File: config.mk
export PLATFORM = sky130hd
export DESIGN_NAME = i2c_event_and_irq_logic
export DESIGN_NICKNAME = d
export VERILOG_FILES = /design/src/common/i2c_irq_pkg.sv /design/src/rtl/i2c_event_and_irq_logic.sv
export SDC_FILE = /design/constraint.sdc
export NUM_CORES = 1
export LEC_CHECK = 0
export ABC_CLOCK_PERIOD_IN_PS = 6880
export BUFFER_PORTS_ARGS = -buffer_cell sky130_fd_sc_hd__buf_2
export CORE_MARGIN = 5
export CORE_UTILIZATION = 37
export DETAILED_ROUTE_END_ITERATION = 10
export HOLD_SLACK_MARGIN = 0.12
export REMOVE_ABC_BUFFERS = 1
export SYNTH_ARGS = -nofsm -noshare
export SYNTH_HDL_FRONTEND = slang
export SYNTH_SLANG_ARGS = --single-unit
File: constraint.sdc
create_clock -name mclk -period 6.88 [get_ports mclk]
set_input_delay 1.376 -clock mclk [delete_from_list [all_inputs] [get_ports mclk]]
set_output_delay 1.376 -clock mclk [all_outputs]
set_load 0.02 [all_outputs]
File: src/common/i2c_irq_pkg.sv
package i2c_irq_pkg;

    // Word addresses in the CPU I/O space
    localparam logic [15:0] OFS_OWN_ADDRESS = 16'h1a00;
    localparam logic [15:0] OFS_INT_MASK = 16'h1a04;
    localparam logic [15:0] OFS_INT_STATUS = 16'h1a08;
    localparam logic [15:0] OFS_SCL_LOW_DIVIDER = 16'h1a0c;
    localparam logic [15:0] OFS_SCL_HIGH_DIVIDER = 16'h1a10;
    localparam logic [15:0] OFS_BYTE_COUNT = 16'h1a14;
    localparam logic [15:0] OFS_RX_BUFFER = 16'h1a18;
    localparam logic [15:0] OFS_TARGET_ADDRESS = 16'h1a1c;
    localparam logic [15:0] OFS_TX_BUFFER = 16'h1a20;
    localparam logic [15:0] OFS_MODE_CONTROL = 16'h1a24;
    localparam logic [15:0] OFS_INT_VECTOR = 16'h1a28;
    localparam logic [15:0] OFS_EXTENDED_MODE = 16'h1a2c;
    localparam logic [15:0] OFS_CLOCK_PRESCALER = 16'h1a30;
    localparam logic [15:0] OFS_PERIPH_IDENT_ONE = 16'h1a34;
    localparam logic [15:0] OFS_PERIPH_IDENT_TWO = 16'h1a38;

    // Event index, also mask bit position and priority (0 highest)
    localparam int NUM_EVENTS = 7;
    localparam int IDX_ARB_LOST = 0;
    localparam int IDX_NACK = 1;
    localparam int IDX_REGS_READY = 2;
    localparam int IDX_RX_READY = 3;
    localparam int IDX_TX_READY = 4;
    localparam int IDX_STOP_DETECT = 5;
    localparam int IDX_ADDRESSED = 6;

    // Status register places the addressed-as-target flag at bit 9
    localparam int STATUS_ADDRESSED_BIT = 9;
    localparam int STATUS_W1C_TOP = 5;

    // Mode control free-run bit and own address width
    localparam int MODE_FREE_BIT = 14;
    localparam int OWN_ADDR_W = 10;

    // Reset values: only the transmit-ready flag starts set
    localparam logic [6:0] FLAGS_RESET = 7'h10;
    localparam logic [6:0] MASK_RESET = 7'h00;
    localparam logic [15:0] REG_RESET = 16'h0000;

    // Vector value when nothing is pending; codes are index plus one
    localparam logic [15:0] VEC_NONE = 16'h0000;
    localparam logic [7:0] GENERAL_CALL = 8'h00;

    // Bus events from the protocol engine, one-cycle pulses
    typedef struct packed {
        logic arb_lost;
        logic illegal_cond;
        logic nack;
        logic is_master;
        logic regs_ready;
        logic rx_copy;
        logic tx_copy;
        logic stop;
        logic addr_valid;
        logic [7:0] addr_byte;
        logic [15:0] rx_data;
    } bus_events_t;

    // Register port request from CPU or DMA
    typedef struct packed {
        logic wr;
        logic rd;
        logic [15:0] addr;
        logic [15:0] wdata;
    } io_req_t;

endpackage

File: src/rtl/i2c_event_and_irq_logic.sv
// Behaviour
// - Vector register shows binary code of the pending event.
// - Reading vector clears that flag; remaining flags raise a new request.
// - With several pending, a vector read clears only the highest priority.
// - Each event owns a status flag and mask bit; event sets flag.
// - Flag reaches CPU only when mask bit is 1.
// - Arbitration loss or illegal start/stop sets arbitration-lost flag.
// - As master, missing acknowledge sets no-acknowledge flag.
// - Completed programmed command sets registers-ready flag.
// - Receive copy into buffer sets receive-ready flag, pollable.
// - Transmit copy into shift register sets transmit-ready flag, ack or not.
// - Detected stop condition sets stop-detected flag.
// - Own address or all-zero general call sets addressed flag.
// - Interrupt drives its own dedicated CPU line.
// - Receive copy pulses receive DMA sync event.
// - Transmit copy pulses transmit DMA sync event, ack or not.
// - Debug suspend halts when free-run is 0, runs when 1.
// - Registers sit at fixed 16-bit word addresses in I/O space.
// - Writing 1 clears a status flag in bits 5 to 0, 0 leaves it; the addressed flag at bit 9 ignores writes.
// - Vector reads zero when nothing is pending.
// - Mask bits 6 down to 0 in documented event order.
`timescale 1ns/1ps
`default_nettype none

module i2c_event_and_irq_logic #(
    parameter logic [15:0] IDENT_ONE = 16'h0101, // Arbitrary value
    parameter logic [15:0] IDENT_TWO = 16'h0202 // Arbitrary value
) (
    // Clock and reset
    input wire logic mclk,
    input wire logic rst_n,
    // Register port
    input wire i2c_irq_pkg::io_req_t io_req,
    output logic [15:0] io_rdata,
    output logic io_rvalid,
    // Bus events from the protocol engine
    input wire i2c_irq_pkg::bus_events_t events,
    // Debug suspend request
    input wire logic dbg_suspend,
    // CPU interrupt and DMA sync
    output logic irq,
    output logic rx_dma_sync,
    output logic tx_dma_sync,
    // Engine controls
    output logic halt,
    output logic [15:0] tx_data
);

    // Flag layout and vector codes assume seven events
    localparam int N = i2c_irq_pkg::NUM_EVENTS;

    if (N != 7) begin : g_bad_count
        $error("event count must be seven");
    end

    ////////////////////////////////////////////////////////////////////////
    // Functions

    // Index of highest-priority set bit, N when none
    function automatic logic [2:0] top_index(input logic [6:0] f);
        logic [2:0] idx;
        idx = 3'h7;
        for (int i = N - 1; i >= 0; i--) begin
            if (f[i]) begin
                idx = 3'(i);
            end
        end
        return idx;
    endfunction

    // Vector code: index plus one, zero when idle
    function automatic logic [15:0] vec_code(input logic [6:0] f);
        logic [2:0] idx;
        idx = top_index(f);
        if (idx == 3'h7) begin
            return i2c_irq_pkg::VEC_NONE;
        end
        return {13'h0000, 3'(idx + 3'h1)};
    endfunction

    ////////////////////////////////////////////////////////////////////////
    // Storage

    logic [6:0] flags_ff;
    logic [6:0] nxt_flags;
    logic [6:0] mask_ff;
    logic [6:0] nxt_mask;
    logic [6:0] set_vec;
    logic [6:0] clr_vec;
    logic [i2c_irq_pkg::OWN_ADDR_W-1:0] own_addr_ff;
    logic [15:0] scl_low_ff;
    logic [15:0] scl_high_ff;
    logic [15:0] count_ff;
    logic [15:0] target_ff;
    logic [15:0] tx_buf_ff;
    logic [15:0] rx_buf_ff;
    logic [15:0] mode_ff;
    logic [15:0] ext_mode_ff;
    logic [15:0] presc_ff;
    logic [15:0] rdata_ff;
    logic rvalid_ff;
    logic irq_ff;
    logic rx_sync_ff;
    logic tx_sync_ff;
    logic halt_ff;
    logic addr_hit;
    logic vec_rd;
    logic sts_wr;

    ////////////////////////////////////////////////////////////////////////
    // Event decode

    // Own-address or general-call match on the incoming address byte
    assign addr_hit = events.addr_valid &&
        ((events.addr_byte[7:1] == own_addr_ff[6:0]) ||
         (events.addr_byte == i2c_irq_pkg::GENERAL_CALL));

    // Flag set terms, one per event
    always_comb begin
        set_vec = 7'h00;
        set_vec[i2c_irq_pkg::IDX_ARB_LOST] = events.arb_lost | events.illegal_cond;
        set_vec[i2c_irq_pkg::IDX_NACK] = events.nack & events.is_master;
        set_vec[i2c_irq_pkg::IDX_REGS_READY] = events.regs_ready;
        set_vec[i2c_irq_pkg::IDX_RX_READY] = events.rx_copy;
        set_vec[i2c_irq_pkg::IDX_TX_READY] = events.tx_copy;
        set_vec[i2c_irq_pkg::IDX_STOP_DETECT] = events.stop;
        set_vec[i2c_irq_pkg::IDX_ADDRESSED] = addr_hit;
    end

    assign vec_rd = io_req.rd && (io_req.addr == i2c_irq_pkg::OFS_INT_VECTOR);
    assign sts_wr = io_req.wr && (io_req.addr == i2c_irq_pkg::OFS_INT_STATUS);

    // Clear terms: write-one-to-clear and vector read
    always_comb begin
        logic [2:0] idx;
        idx = top_index(flags_ff);
        clr_vec = 7'h00;
        if (sts_wr) begin
            clr_vec[i2c_irq_pkg::STATUS_W1C_TOP:0] =
                io_req.wdata[i2c_irq_pkg::STATUS_W1C_TOP:0];
        end
        if (vec_rd && idx != 3'h7) begin
            clr_vec[idx] = 1'b1;
        end
    end

    // Set wins over clear so no event is lost
    assign nxt_flags = (flags_ff & ~clr_vec) | set_vec;

    always_comb begin
        nxt_mask = mask_ff;
        if (io_req.wr && io_req.addr == i2c_irq_pkg::OFS_INT_MASK) begin
            nxt_mask = io_req.wdata[6:0];
        end
    end

    ////////////////////////////////////////////////////////////////////////
    // Flags and mask

    // Sticky event flags
    always_ff @(posedge mclk or negedge rst_n) begin
        if (!rst_n) begin
            flags_ff <= i2c_irq_pkg::FLAGS_RESET;
        end else begin
            flags_ff <= nxt_flags;
        end
    end

    // Mask register
    always_ff @(posedge mclk or negedge rst_n) begin
        if (!rst_n) begin
            mask_ff <= i2c_irq_pkg::MASK_RESET;
        end else begin
            mask_ff <= nxt_mask;
        end
    end

    // Dedicated interrupt line, level while any enabled flag is set
    always_ff @(posedge mclk or negedge rst_n) begin
        if (!rst_n) begin
            irq_ff <= 1'b0;
        end else begin
            irq_ff <= |(nxt_flags & nxt_mask);
        end
    end

    ////////////////////////////////////////////////////////////////////////
    // DMA sync and suspend

    // One-cycle sync pulses, issued whatever the acknowledge turns out to be
    always_ff @(posedge mclk or negedge rst_n) begin
        if (!rst_n) begin
            rx_sync_ff <= 1'b0;
            tx_sync_ff <= 1'b0;
        end else begin
            rx_sync_ff <= events.rx_copy;
            tx_sync_ff <= events.tx_copy;
        end
    end

    // Halt request to the engine; it finishes the bus transaction itself
    always_ff @(posedge mclk or negedge rst_n) begin
        if (!rst_n) begin
            halt_ff <= 1'b0;
        end else begin
            halt_ff <= dbg_suspend & ~mode_ff[i2c_irq_pkg::MODE_FREE_BIT];
        end
    end

    // Receive buffer captures the shift register at each copy
    always_ff @(posedge mclk or negedge rst_n) begin
        if (!rst_n) begin
            rx_buf_ff <= i2c_irq_pkg::REG_RESET;
        end else if (events.rx_copy) begin
            rx_buf_ff <= events.rx_data;
        end
    end

    ////////////////////////////////////////////////////////////////////////
    // Register writes

    // Plain read-write registers; unlisted addresses ignore writes
    always_ff @(posedge mclk or negedge rst_n) begin
        if (!rst_n) begin
            own_addr_ff <= '0;
            scl_low_ff <= i2c_irq_pkg::REG_RESET;
            scl_high_ff <= i2c_irq_pkg::REG_RESET;
            count_ff <= i2c_irq_pkg::REG_RESET;
            target_ff <= i2c_irq_pkg::REG_RESET;
            tx_buf_ff <= i2c_irq_pkg::REG_RESET;
            mode_ff <= i2c_irq_pkg::REG_RESET;
            ext_mode_ff <= i2c_irq_pkg::REG_RESET;
            presc_ff <= i2c_irq_pkg::REG_RESET;
        end else if (io_req.wr) begin
            if (io_req.addr == i2c_irq_pkg::OFS_OWN_ADDRESS) begin
                own_addr_ff <= io_req.wdata[i2c_irq_pkg::OWN_ADDR_W-1:0];
            end else if (io_req.addr == i2c_irq_pkg::OFS_SCL_LOW_DIVIDER) begin
                scl_low_ff <= io_req.wdata;
            end else if (io_req.addr == i2c_irq_pkg::OFS_SCL_HIGH_DIVIDER) begin
                scl_high_ff <= io_req.wdata;
            end else if (io_req.addr == i2c_irq_pkg::OFS_BYTE_COUNT) begin
                count_ff <= io_req.wdata;
            end else if (io_req.addr == i2c_irq_pkg::OFS_TARGET_ADDRESS) begin
                target_ff <= io_req.wdata;
            end else if (io_req.addr == i2c_irq_pkg::OFS_TX_BUFFER) begin
                tx_buf_ff <= io_req.wdata;
            end else if (io_req.addr == i2c_irq_pkg::OFS_MODE_CONTROL) begin
                mode_ff <= io_req.wdata;
            end else if (io_req.addr == i2c_irq_pkg::OFS_EXTENDED_MODE) begin
                ext_mode_ff <= io_req.wdata;
            end else if (io_req.addr == i2c_irq_pkg::OFS_CLOCK_PRESCALER) begin
                presc_ff <= io_req.wdata;
            end
        end
    end

    ////////////////////////////////////////////////////////////////////////
    // Register reads

    // Read data one cycle after the strobe; unmapped reads return zero
    always_ff @(posedge mclk or negedge rst_n) begin
        if (!rst_n) begin
            rdata_ff <= i2c_irq_pkg::REG_RESET;
            rvalid_ff <= 1'b0;
        end else begin
            rvalid_ff <= io_req.rd;
            if (!io_req.rd) begin
                rdata_ff <= rdata_ff;
            end else if (io_req.addr == i2c_irq_pkg::OFS_OWN_ADDRESS) begin
                rdata_ff <= {6'h00, own_addr_ff};
            end else if (io_req.addr == i2c_irq_pkg::OFS_INT_MASK) begin
                rdata_ff <= {9'h000, mask_ff};
            end else if (io_req.addr == i2c_irq_pkg::OFS_INT_STATUS) begin
                rdata_ff <= {6'h00, flags_ff[i2c_irq_pkg::IDX_ADDRESSED], 3'h0,
                             flags_ff[i2c_irq_pkg::STATUS_W1C_TOP:0]};
            end else if (io_req.addr == i2c_irq_pkg::OFS_SCL_LOW_DIVIDER) begin
                rdata_ff <= scl_low_ff;
            end else if (io_req.addr == i2c_irq_pkg::OFS_SCL_HIGH_DIVIDER) begin
                rdata_ff <= scl_high_ff;
            end else if (io_req.addr == i2c_irq_pkg::OFS_BYTE_COUNT) begin
                rdata_ff <= count_ff;
            end else if (io_req.addr == i2c_irq_pkg::OFS_RX_BUFFER) begin
                rdata_ff <= rx_buf_ff;
            end else if (io_req.addr == i2c_irq_pkg::OFS_TARGET_ADDRESS) begin
                rdata_ff <= target_ff;
            end else if (io_req.addr == i2c_irq_pkg::OFS_TX_BUFFER) begin
                rdata_ff <= tx_buf_ff;
            end else if (io_req.addr == i2c_irq_pkg::OFS_MODE_CONTROL) begin
                rdata_ff <= mode_ff;
            end else if (io_req.addr == i2c_irq_pkg::OFS_INT_VECTOR) begin
                rdata_ff <= vec_code(flags_ff);
            end else if (io_req.addr == i2c_irq_pkg::OFS_EXTENDED_MODE) begin
                rdata_ff <= ext_mode_ff;
            end else if (io_req.addr == i2c_irq_pkg::OFS_CLOCK_PRESCALER) begin
                rdata_ff <= presc_ff;
            end else if (io_req.addr == i2c_irq_pkg::OFS_PERIPH_IDENT_ONE) begin
                rdata_ff <= IDENT_ONE;
            end else if (io_req.addr == i2c_irq_pkg::OFS_PERIPH_IDENT_TWO) begin
                rdata_ff <= IDENT_TWO;
            end else begin
                rdata_ff <= i2c_irq_pkg::REG_RESET;
            end
        end
    end

    // Outputs straight from flops
    assign io_rdata = rdata_ff;
    assign io_rvalid = rvalid_ff;
    assign irq = irq_ff;
    assign rx_dma_sync = rx_sync_ff;
    assign tx_dma_sync = tx_sync_ff;
    assign halt = halt_ff;
    assign tx_data = tx_buf_ff;
endmodule

`default_nettype wire

; After elaboration in Yosys (flattened, before gate mapping)
; Cells that the tools add are included.
[totals]
regBits = 189
out_inout_bits = 37
[classes]
n_addsub = 1
n_lt_le_gt_ge = 2
eq_ne = 18
muxes = 54
bitwise_logic = 17
n_reduce_logical = 18
[ops]
columns = op, n
row1 = == test 16 x 13 -> 1 bit (second input constant), 15
row2 = two-way mux 16 bit, 15
row3 = two-way mux 3 bit, 18
row4 = two-way mux 10 bit, 2
row5 = two-way mux 1 bit, 15
row6 = bitwise AND 7 bit, 2
row7 = two-way mux 7 bit, 2
row8 = AND reduction 10 bit, 1
row9 = inverter 1 bit, 9
row10 = AND reduction 9 bit, 1
row11 = logical NOT 8 bit, 1
row12 = AND reduction 8 bit, 1
row13 = == test 7 bit, 1
row14 = inverter 7 bit, 1
row15 = OR 6 x 7 -> 7 bit, 1
row16 = OR 7 bit, 1
row17 = AND reduction 7 bit, 1
row18 = OR reduction 7 bit, 1
row19 = logical AND 1 bit, 6
row20 = two-way mux 6 bit, 1
row21 = AND reduction 6 bit, 1
row22 = AND reduction 5 bit, 1
row23 = < comparator 3 x 4 -> 1 bit (second input constant), 1
row24 = AND reduction 4 bit, 1
row25 = other kinds (10), 11

; Longest topological paths before layout
; Gate-level depths: netlist of the first run.
[logic_depth]
depth_word = 45
ltp_mapped = 11
ltp_nobuf = 11

; Least setup slack after synthesis of the first run
; OpenSTA, ideal clock, no wires.
[synth_timing]
path_type = input to register
startpoint = input io_req[29] (netlist name)
endpoint = register irq_ff (netlist: irq)
setup_time_ns = 0.135
t_arrival_ns = 3.531
required_time_ns = 6.745
path_slack_ns = 3.214
cell_stages = 8
n_path_buf = 2
path_cell_list = or4b_1 -> buf_6 -> nor4_4 -> and3_1 -> buf_2 -> mux2_2 -> a222oi_1 -> nand4_1
[synth_between]
word_cells_on_any_way = 16
classes_between = eq/ne: 3 / mux: 3 / bitwise: 5 / reduce/logical: 5
[synth_rtl]
columns = item, line
row1 = start: declaration, i2c_event_and_irq_logic.sv:33  ; input wire i2c_irq_pkg::io_req_t io_req,
row2 = == test 16 x 13 -> 1 bit, i2c_event_and_irq_logic.sv:152  ; if (io_req.wr && io_req.addr == i2c_irq_pkg::OFS_INT_MASK) begin
row3 = logical AND 1 bit, i2c_event_and_irq_logic.sv:152
row4 = two-way mux 7 bit, i2c_event_and_irq_logic.sv:152
row5 = net nxt_mask[3], i2c_event_and_irq_logic.sv:87  ; logic [6:0] nxt_mask;
row6 = bitwise AND 7 bit, i2c_event_and_irq_logic.sv:183  ; irq_ff <= |(nxt_flags & nxt_mask);
row7 = OR reduction 7 bit, i2c_event_and_irq_logic.sv:183
row8 = end signal: assignment, i2c_event_and_irq_logic.sv:183
row9 = end: declaration, i2c_event_and_irq_logic.sv:102  ; logic irq_ff;
; The timed path passes the listed nets, and every way through them passes these cells.
; A chain may end at the register's enable or synchronous reset.

; Worst setup path in the final report of the first run
[layout_timing]
startpoint = input io_req[24] (netlist name)
endpoint = register scl_high_ff[9]
[layout_between]
elab_chain_cells = 3
word_cells_on_any_way = 6
classes_between = eq/ne: 3 / bitwise: 2 / reduce/logical: 1
[layout_rtl]
columns = item, line
row1 = == test 16 x 13 -> 1 bit (on tied branches), "i2c_event_and_irq_logic.sv:237, i2c_event_and_irq_logic.sv:235"
row2 = inverter 1 bit (no line), n/a
row3 = AND reduction 4 bit (no line) *, n/a
row4 = end signal: assignment, i2c_event_and_irq_logic.sv:227  ; scl_high_ff <= i2c_irq_pkg::REG_RESET;
row5 = end signal: assignment, i2c_event_and_irq_logic.sv:240  ; scl_high_ff <= io_req.wdata;
row6 = end: declaration, i2c_event_and_irq_logic.sv:92  ; logic [15:0] scl_high_ff;
; Every way passes the cells marked *; elsewhere a longest branch is shown, timed or not.

==> impl_metrics.prom, run 1 <==
# TYPE chip_impl_metric gauge
chip_impl_metric{name="floorplan.core_area",unit="sq mm"} 0.02496
chip_impl_info{name="cts_tree",value="done"} 1
chip_impl_metric{name="fin_worst_skew",unit="ns"} 0.01237
chip_impl_metric{name="setup_viol",unit=""} 0
chip_impl_metric{name="post_cts_resized",unit=""} 0
chip_impl_metric{name="syn_avg_cell_area",unit="sq um"} 12.82
chip_impl_metric{name="ys.warnings.count",unit=""} 0
chip_impl_metric{name="start_util",unit="%"} 37.33
chip_impl_metric{name="post_cts.repair.setup_buffers",unit=""} 0
chip_impl_metric{name="crit_path_required_time",unit="ns"} 7.20
chip_impl_metric{name="route.detailed.vias_per_inst",unit=""} 5.893
chip_impl_metric{name="final_critical_path_time_including_i_o_delays_and_setup",unit="ns"} 4.415
chip_impl_metric{name="worst_skew_pair.late_latency",unit="ns"} 0.44
chip_impl_info{name="reg2reg_from",value="flags_ff[3]"} 1
chip_impl_info{name="worstSetupStartpointType",value="input port"} 1
chip_impl_metric{name="rows",unit=""} 58
chip_impl_metric{name="clkTransAtPathRegs",unit="ns"} 0.07
chip_impl_metric{name="met1_wire_length",unit="um"} 12450
chip_impl_info{name="status",value="completed"} 1
chip_impl_metric{name="ioPinCount",unit=""} 107
chip_impl_metric{name="place_congestion",unit=""} 0.8388
chip_impl_metric{name="cell_area_after_synthesis",unit="sq mm"} 0.009320
chip_impl_info{name="root_cell_of_the_clock_tree",value="clkbuf_16"} 1
chip_impl_metric{name="routed-wl-met2",unit="um"} 13160
chip_impl_metric{name="floorplan.die_area",unit="sq mm"} 0.02846
chip_impl_info{name="synth-main-ff-cell",value="dfrtp_1"} 1
chip_impl_metric{name="layout.filler_cells",unit=""} 2413
chip_impl_metric{name="global_route.usage.total",unit="%"} 19.76
chip_impl_metric{name="post-route-cell-area",unit="sq mm"} 0.01066
chip_impl_info{name="grt_setup_unrepaired",value="false"} 1
chip_impl_metric{name="total_number_of_vias",unit=""} 6818
chip_impl_metric{name="drive_gt1_share",unit="%"} 38.57
chip_impl_metric{name="first_pass_iteration_count_of_the_detailed_router",unit=""} 7
chip_impl_metric{name="buffer_ports.inserted",unit=""} 106
chip_impl_metric{name="wirelength",unit="um"} 27770
chip_impl_metric{name="die_h",unit="um"} 168.7
chip_impl_metric{name="synth_cells",unit=""} 727
chip_impl_metric{name="timing_worst_slew_pin_value",unit="ns"} 1.194
chip_impl_info{name="topRoutingLayerUsed",value="met5"} 1
chip_impl_metric{name="chipWidth",unit="um"} 168.7
chip_impl_info{name="setup.worst_path.start",value="io_req[24]"} 1
chip_impl_info{name="worstSetupEndpointType",value="flop"} 1
chip_impl_metric{name="maxCapViolCount",unit=""} 0
chip_impl_metric{name="max-slew-margin-rel",unit="%"} 20.06
chip_impl_metric{name="grt_antenna_before_repair",unit=""} 2
chip_impl_metric{name="routed-wl-met3",unit="um"} 1518
chip_impl_metric{name="grt_start_max_net_pins",unit=""} 118
chip_impl_metric{name="timing.final.max_slew_violations",unit=""} 0
chip_impl_metric{name="async_reset_ff_share",unit="%"} 100.0
chip_impl_metric{name="remaining_global_route_overflow",unit=""} 0
chip_impl_metric{name="yosysUniqueCellTypes",unit=""} 84
chip_impl_metric{name="layout_setup_ws",unit="ns"} 2.465
chip_impl_info{name="hold_path_class",value="reg2reg"} 1
chip_impl_metric{name="grt_pass1_wl",unit="um"} 43130
chip_impl_metric{name="finish.net_count",unit=""} 886
chip_impl_metric{name="hpwl_after_detailed_placement",unit="um"} 19050
chip_impl_metric{name="timing.fmax",unit="MHz"} 226.5
chip_impl_metric{name="ant_nets",unit=""} 0
chip_impl_metric{name="routedWlPerCell",unit="um"} 24.00
chip_impl_metric{name="clockBufferDepth",unit=""} 2
chip_impl_metric{name="totalNegativeSetupSlack",unit="ns"} 0
chip_impl_metric{name="placement.cell_area",unit="sq mm"} 0.01006
chip_impl_metric{name="dp_worst_setup_slack",unit="ns"} 2.079
chip_impl_metric{name="worst-endpoint-arrival",unit="ns"} 4.73
chip_impl_metric{name="maximum_fanout_count_along_the_critical_path",unit=""} 17
chip_impl_metric{name="timing_hold_violations_final",unit=""} 0
chip_impl_metric{name="max-vdd-ir-drop",unit="uV"} 155.1
chip_impl_metric{name="layout_worst_path_cycle_share",unit="%"} 64.18
chip_impl_info{name="worst-setup-path-type",value="in2reg"} 1
chip_impl_metric{name="power.density",unit="mW/mm^2"} 214.8
chip_impl_metric{name="number_of_synthesized_flops_with_an_enable_pin",unit=""} 0
chip_impl_metric{name="post_cts_hold_buffer_count",unit=""} 0
chip_impl_metric{name="diodes",unit=""} 0
chip_impl_metric{name="numCtsBuffers",unit=""} 17
chip_impl_metric{name="syn2layout_area_growth",unit="%"} 14.39
chip_impl_metric{name="drt_drc",unit=""} 0
chip_impl_metric{name="ys_seq_elements",unit=""} 189
chip_impl_metric{name="yosysSeqAreaShare",unit="%"} 50.76
chip_impl_metric{name="grt_pass1_vias",unit=""} 7068
chip_impl_info{name="hp-start",value="mode_ff[14]"} 1
chip_impl_metric{name="drtIter0Drc",unit=""} 680
chip_impl_metric{name="numClockSinks",unit=""} 189
chip_impl_metric{name="ctsHtreeMaxLevel",unit=""} 4
chip_impl_metric{name="power_leakage",unit="nW"} 4.951
stage by stage:
stage / hold slack (ns) / total power, mW / utilization [%] / cells
floorplan: 0.4174 / 1.200 / - / 684
global placement: 0.4675 / 1.291 / 40.30 / 1125
detailed placement: 0.4775 / 1.293 / 40.30 / 1125
CTS: 0.4932 / 2.307 / 42.71 / 1157
global route: 0.5079 / 2.367 / 42.71 / 1157
finish: 0.4768 / 2.290 / 42.71 / 1157
Yosys cell counts (5+ instances only):
master / n / area, sq um
a211o_1: 6 / 52.55
nand4_1: 13 / 81.33
clkbuf_1: 15 / 56.30
nand3_1: 14 / 70.07
a32oi_1: 7 / 61.31
nand2_1: 33 / 123.9
nor2_1: 24 / 90.09
a31oi_1: 5 / 31.28
dfrtp_1: 188 / 4705
mux2_1: 24 / 270.3
o21ai_1: 7 / 35.03
o21ai_0: 12 / 60.06
nor4_4: 10 / 212.7
inv_1: 9 / 33.78
nor2b_1: 6 / 37.54
o22a_1: 9 / 78.83
a222oi_1: 9 / 90.09
buf_4: 7 / 52.55
nor3_1: 7 / 35.03
a22oi_1: 13 / 97.59
a31o_1: 6 / 52.55
o221ai_1: 11 / 96.34
a21oi_1: 18 / 90.09
mux2_4: 10 / 150.1
buf_6: 5 / 56.30
a221oi_1: 12 / 105.1
buf_2: 14 / 70.07
xnor2_1: 7 / 61.31
mux2_2: 126 / 1419
layout make-up:
| type | instances | area (sq um) | area share [%] |
|---|---|---|---|
| Clock inverter | 14 | 172.7 | 1.620 |
| Inverter | 10 | 37.54 | 0.3521 |
| Timing Repair Buffer | 111 | 576.8 | 5.410 |
| Clock buffer | 18 | 429.2 | 4.025 |
| Sequential cell | 189 | 4731 | 44.37 |
| Multi-Input combinational cell | 485 | 4302 | 40.35 |
| Tap cell | 330 | 412.9 | 3.873 |
report_power, final:
group / internal (mW) / leakage, nW / switching (mW)
logic: 0.0416 / 2.11 / 0.0907
registers: 1.13 / 2.55 / 0.0109
clock network: 0.551 / 0.293 / 0.470
total: 1.72 / 4.95 / 0.572
state kept, by name, indices dropped and copies added, names as in the netlist, 10 cells and up:
register     count
count_ff        16
ext_mode_ff     16
io_rdata        16
mode_ff         16
own_addr_ff     10
presc_ff        16
rx_buf_ff       16
scl_high_ff     16
scl_low_ff      16
target_ff       16
tx_data         16
cells by family (layout without fill, tap and decap cells):
group | Yosys count | count (layout) | share of synthesized area, %
compound gates | 151 | 151 | 12.51
xor+xnor | 8 | 8 | 0.7518
buf+inv | 53 | 153 | 3.181
mux | 162 | 162 | 19.95
fa+ha+maj | 2 | 2 | 0.2684
flops | 189 | 189 | 50.76
simple gates | 162 | 162 | 12.58
layout by cell type (no fill, tap or decap), types with 11 or more instances in the layout:
| cell type | n |
|---|---|
| a221oi_1 | 12 |
| mux2_2 | 126 |
| a22oi_1 | 13 |
| o21ai_0 | 12 |
| dfrtp_1 | 188 |
| nand4_1 | 13 |
| a21oi_1 | 18 |
| nor2_1 | 24 |
| o221ai_1 | 11 |
| buf_2 | 105 |
| nand2_1 | 33 |
| mux2_1 | 24 |
| clkbuf_16 | 17 |
| nand3_1 | 14 |
metal layers:
layer	track usage, %	up-vias
li1	-	2998
met1	27.52	3557
met2	31.09	215
met3	3.993	44
met4	6.422	4
met5	0	-
worst paths after layout:
path / cells past startpoint / to / slack, ns
worst min register to register: 1 / halt / 0.48
worst max register to register: 11 / irq / 3.99
worst max-delay path: 6 / scl_high_ff[9] / 2.46
worst min-delay path: 1 / halt / 0.48
min in group asynchronous: 1 / io_rdata[1] / 1.06
max in group asynchronous: 2 / scl_high_ff[5] / 4.36
worst max-delay path, cell delays in order:
cell,delay (ns)
buf_2,0.11
or4bb_4,0.73
nor4_4,0.54
nand2_1,0.49
nor2_2,1.03
mux2_2,0.43
Note: power is estimated with default switching activity, not from simulation.
==> run 2, diff against run 1 <==
--- a/config.mk
+++ b/config.mk
@@ -5,7 +5,8 @@
 export SDC_FILE = /design/constraint.sdc
 export NUM_CORES = 1
 export LEC_CHECK = 0
-export ABC_CLOCK_PERIOD_IN_PS = 6880
+export ABC_AREA = 1
+export ABC_CLOCK_PERIOD_IN_PS = 4100
 export BUFFER_PORTS_ARGS = -buffer_cell sky130_fd_sc_hd__buf_2
 export CORE_MARGIN = 5
 export CORE_UTILIZATION = 37
==> constraint.sdc (replaced) <==
create_clock -name mclk -period 4.1 [get_ports mclk]
set_input_delay 0.82 -clock mclk [delete_from_list [all_inputs] [get_ports mclk]]
set_output_delay 0.82 -clock mclk [all_outputs]
set_load 0.02 [all_outputs]
==> run 2 against run 1 <==
  * Area after synthesis decreased by 1.8%
  * First-iteration DRC count decreased by 12%
  * Clock-buffer cell count increased by 2
  * Clock power increased by 61%
  * Die area decreased by 1.7%
  * Via count increased by 12%
  * Sequential power increased by 67%
  * Worst setup slack got worse by 1.2 ns
  * Hold slack got worse by 0.042 ns
  * Cell area decreased by 2.0%
  * Routed wire length decreased by 5.4%
  * Highest routed layer is now met4
==> impl_metrics.prom, run 2 <==
# TYPE chip_impl_metric gauge
chip_impl_info{name="status",value="completed"} 1
chip_impl_metric{name="drt_drc",unit=""} 0
chip_impl_info{name="layout_common_cells",value="nand2_1, dfrtp_1, o21ai_0, buf_2, o21ai_1"} 1
chip_impl_metric{name="timing_hold_violations_final",unit=""} 0
chip_impl_metric{name="layout_setup_ws",unit="ns"} 1.309
chip_impl_metric{name="non_filler_cells_final",unit=""} 1502
chip_impl_metric{name="routedWlPerCell",unit="um"} 17.49
chip_impl_metric{name="grt_pass1_wl",unit="um"} 42300
chip_impl_metric{name="syn_avg_cell_area",unit="sq um"} 8.448
chip_impl_metric{name="place_congestion",unit=""} 0.8647
chip_impl_metric{name="global_route.usage.total",unit="%"} 18.99
chip_impl_info{name="worstSetupEndpointType",value="flop"} 1
chip_impl_metric{name="post_cts.repair.setup_buffers",unit=""} 0
chip_impl_metric{name="first_pass_iteration_count_of_the_detailed_router",unit=""} 5
chip_impl_info{name="worst-setup-path-type",value="in2reg"} 1
chip_impl_info{name="hold_path_class",value="in2async"} 1
chip_impl_metric{name="route.detailed.vias_per_inst",unit=""} 5.093
chip_impl_metric{name="placed_cells_incl_taps",unit=""} 1471
chip_impl_metric{name="buffer_ports.inserted",unit=""} 106
chip_impl_metric{name="yosysSeqAreaShare",unit="%"} 51.71
chip_impl_metric{name="clkTransAtPathRegs",unit="ns"} 0.07
chip_impl_info{name="synth-main-ff-cell",value="dfrtp_1"} 1
chip_impl_metric{name="numCtsBuffers",unit=""} 17
chip_impl_metric{name="rows",unit=""} 57
chip_impl_info{name="synth_largest_area_cell",value="dfrtp_1"} 1
chip_impl_metric{name="drive_gt1_share",unit="%"} 18.42
chip_impl_metric{name="placement.cell_area",unit="sq mm"} 0.009877
chip_impl_info{name="root_cell_of_the_clock_tree",value="clkbuf_16"} 1
chip_impl_metric{name="fin_worst_skew",unit="ns"} 0.01165
chip_impl_metric{name="ys_seq_elements",unit=""} 189
chip_impl_metric{name="post-route-cell-area",unit="sq mm"} 0.01045
chip_impl_metric{name="cell_area_after_synthesis",unit="sq mm"} 0.009149
chip_impl_metric{name="grt_antenna_before_repair",unit=""} 0
chip_impl_metric{name="diodes",unit=""} 0
chip_impl_metric{name="start_util",unit="%"} 37.62
chip_impl_metric{name="die_h",unit="um"} 167.2
chip_impl_metric{name="timing.reg2reg.setup_slack",unit="ns"} 1.51
chip_impl_metric{name="power_leakage",unit="nW"} 5.224
chip_impl_metric{name="post_cts_resized",unit=""} 0
chip_impl_info{name="worstSetupStartpointType",value="input port"} 1
chip_impl_metric{name="maximum_fanout_count_along_the_critical_path",unit=""} 24
chip_impl_metric{name="timing.final.max_slew_violations",unit=""} 0
chip_impl_metric{name="worst_skew_pair.late_latency",unit="ns"} 0.43
chip_impl_metric{name="yosysUniqueCellTypes",unit=""} 47
chip_impl_info{name="leading_cell_type_in_the_layout_fill_and_taps_excluded",value="nand2_1"} 1
chip_impl_metric{name="power.density",unit="mW/mm^2"} 358.0
chip_impl_metric{name="ys.warnings.count",unit=""} 0
chip_impl_metric{name="numClockSinks",unit=""} 189
chip_impl_metric{name="totalNegativeSetupSlack",unit="ns"} 0
chip_impl_metric{name="wirelength",unit="um"} 26280
chip_impl_metric{name="total_number_of_vias",unit=""} 7649
chip_impl_metric{name="netlist.area_leader.share",unit="%"} 51.42
chip_impl_metric{name="floorplan.die_area",unit="sq mm"} 0.02797
chip_impl_metric{name="grt_start_max_net_pins",unit=""} 85
chip_impl_metric{name="crit_path_required_time",unit="ns"} 4.38
chip_impl_metric{name="remaining_global_route_overflow",unit=""} 0
chip_impl_metric{name="maxCapViolCount",unit=""} 0
chip_impl_metric{name="ctsHtreeMaxLevel",unit=""} 4
chip_impl_metric{name="ant_nets",unit=""} 0
chip_impl_metric{name="floorplan.core_area",unit="sq mm"} 0.02432
chip_impl_info{name="grt_setup_unrepaired",value="false"} 1
chip_impl_info{name="yosysMostFrequentCell",value="nand2_1"} 1
chip_impl_metric{name="max-slew-margin-rel",unit="%"} 38.74
chip_impl_metric{name="dp_worst_setup_slack",unit="ns"} 0.8961
chip_impl_metric{name="timing.fmax",unit="MHz"} 358.3
chip_impl_metric{name="final_critical_path_time_including_i_o_delays_and_setup",unit="ns"} 2.791
chip_impl_info{name="cts_tree",value="done"} 1
chip_impl_metric{name="synth_cells",unit=""} 1083
chip_impl_metric{name="grt_pass1_vias",unit=""} 7470
chip_impl_metric{name="finish.net_count",unit=""} 1238
chip_impl_metric{name="ioPinCount",unit=""} 107
chip_impl_metric{name="max-vdd-ir-drop",unit="uV"} 289.8
chip_impl_metric{name="drtIter0Drc",unit=""} 600
chip_impl_metric{name="worst-endpoint-arrival",unit="ns"} 3.07
chip_impl_metric{name="clockBufferDepth",unit=""} 2
chip_impl_metric{name="post_cts_hold_buffer_count",unit=""} 0
chip_impl_metric{name="hpwl_after_detailed_placement",unit="um"} 18490
chip_impl_metric{name="number_of_synthesized_flops_with_an_enable_pin",unit=""} 0
chip_impl_info{name="synth.area.top_cells",value="dfrtp_1, nand2_1, o21ai_0"} 1
chip_impl_metric{name="async_reset_ff_share",unit="%"} 100.0
chip_impl_metric{name="syn2layout_area_growth",unit="%"} 14.25
chip_impl_metric{name="layout_worst_path_cycle_share",unit="%"} 68.06
chip_impl_metric{name="setup_viol",unit=""} 0
chip_impl_info{name="synth.top_cells.by_count",value="nand2_1, dfrtp_1, o21ai_0"} 1
chip_impl_metric{name="chipWidth",unit="um"} 167.2
chip_impl_metric{name="timing_worst_slew_pin_value",unit="ns"} 0.9155
## run 2: changes by cell type after synthesis, sizes merged, moves of 9 or more
cell	previous run	this run
a21oi	18	31
a222oi	9	0
a22oi	13	1
inv	10	83
mux2	160	9
nand2	34	331
nand3	15	44
nand4	14	25
nor2	29	72
nor4	18	5
o21ai	20	180
o22a	9	0
## run 2: cell type report
| class | count | area (sq um) |
|---|---|---|
| fill | 2516 | 13870 |
| clock inverter | 11 | 118.9 |
| tap | 324 | 405.4 |
| multi-input combinational | 758 | 3797 |
| inverter | 84 | 316.6 |
| sequential | 189 | 4731 |
| clock buffer | 20 | 456.7 |
| timing repair buffer | 116 | 626.9 |
## run 2: layer usage
layer | part of all wire (%) | global-route usage [%] | up-vias
met2 | 46 | 29.61 | 223
li1 | - | - | 3752
met5 | 0 | 0 | -
met3 | 5.7 | 3.748 | 30
met1 | 47 | 27.21 | 3644
met4 | 1.7 | 5.222 | 0
## run 2: kinds of logic (layout without fill, tap and decap cells)
logic type                 after synthesis  after routing  synth area share, %
and+or+nand+nor                        492            492                24.70
xor gates and xnor gates                 7              7               0.6701
muxes                                    9              9                1.108
DFF                                    189            189                51.71
AOI/OAI and AO/OA                      248            248                14.76
adders and majority gates                2              2               0.2735
buffers and inverters                  136            231                6.783
## run 2: stage by stage
step	util [%]	total power, mW	hold slack, ns
floorplan	-	2.009	0.4213
global placement	40.61	2.144	0.4516
detailed placement	40.61	2.145	0.4598
CTS	42.98	3.783	0.4696
global route	42.98	3.882	0.4759
finish	42.98	3.742	0.4347
## run 2: power breakdown
| part | internal (mW) | switching, mW |
|---|---|---|
| registers | 1.89 | 0.0140 |
| logic | 0.0585 | 0.145 |
| clock network | 0.924 | 0.713 |
| total | 2.87 | 0.872 |
## run 2: worst paths after layout
kind / startpoint / to / cells after the start
min in group mclk: mode_ff[14] / halt / 1
worst max-delay path: io_req[29] / scl_low_ff[2] / 12
worst min register to register: mode_ff[14] / halt / 1
worst min-delay path: rst_n / io_rdata[8] / 1
max in group asynchronous: rst_n / flags_ff[4] / 2
worst max register to register: flags_ff[4] / irq / 19
## run 2: worst max-delay path: stages
cell and delay, ns:
buf_2 0.09, nor2_1 0.12, nand2_2 0.11, nor2_8 0.41
nand2_4 0.16, nor2_8 0.23, inv_2 0.10, nand2_1 0.12
inv_2 0.08, nand2_1 0.37, buf_4 0.31, o21ai_0 0.12
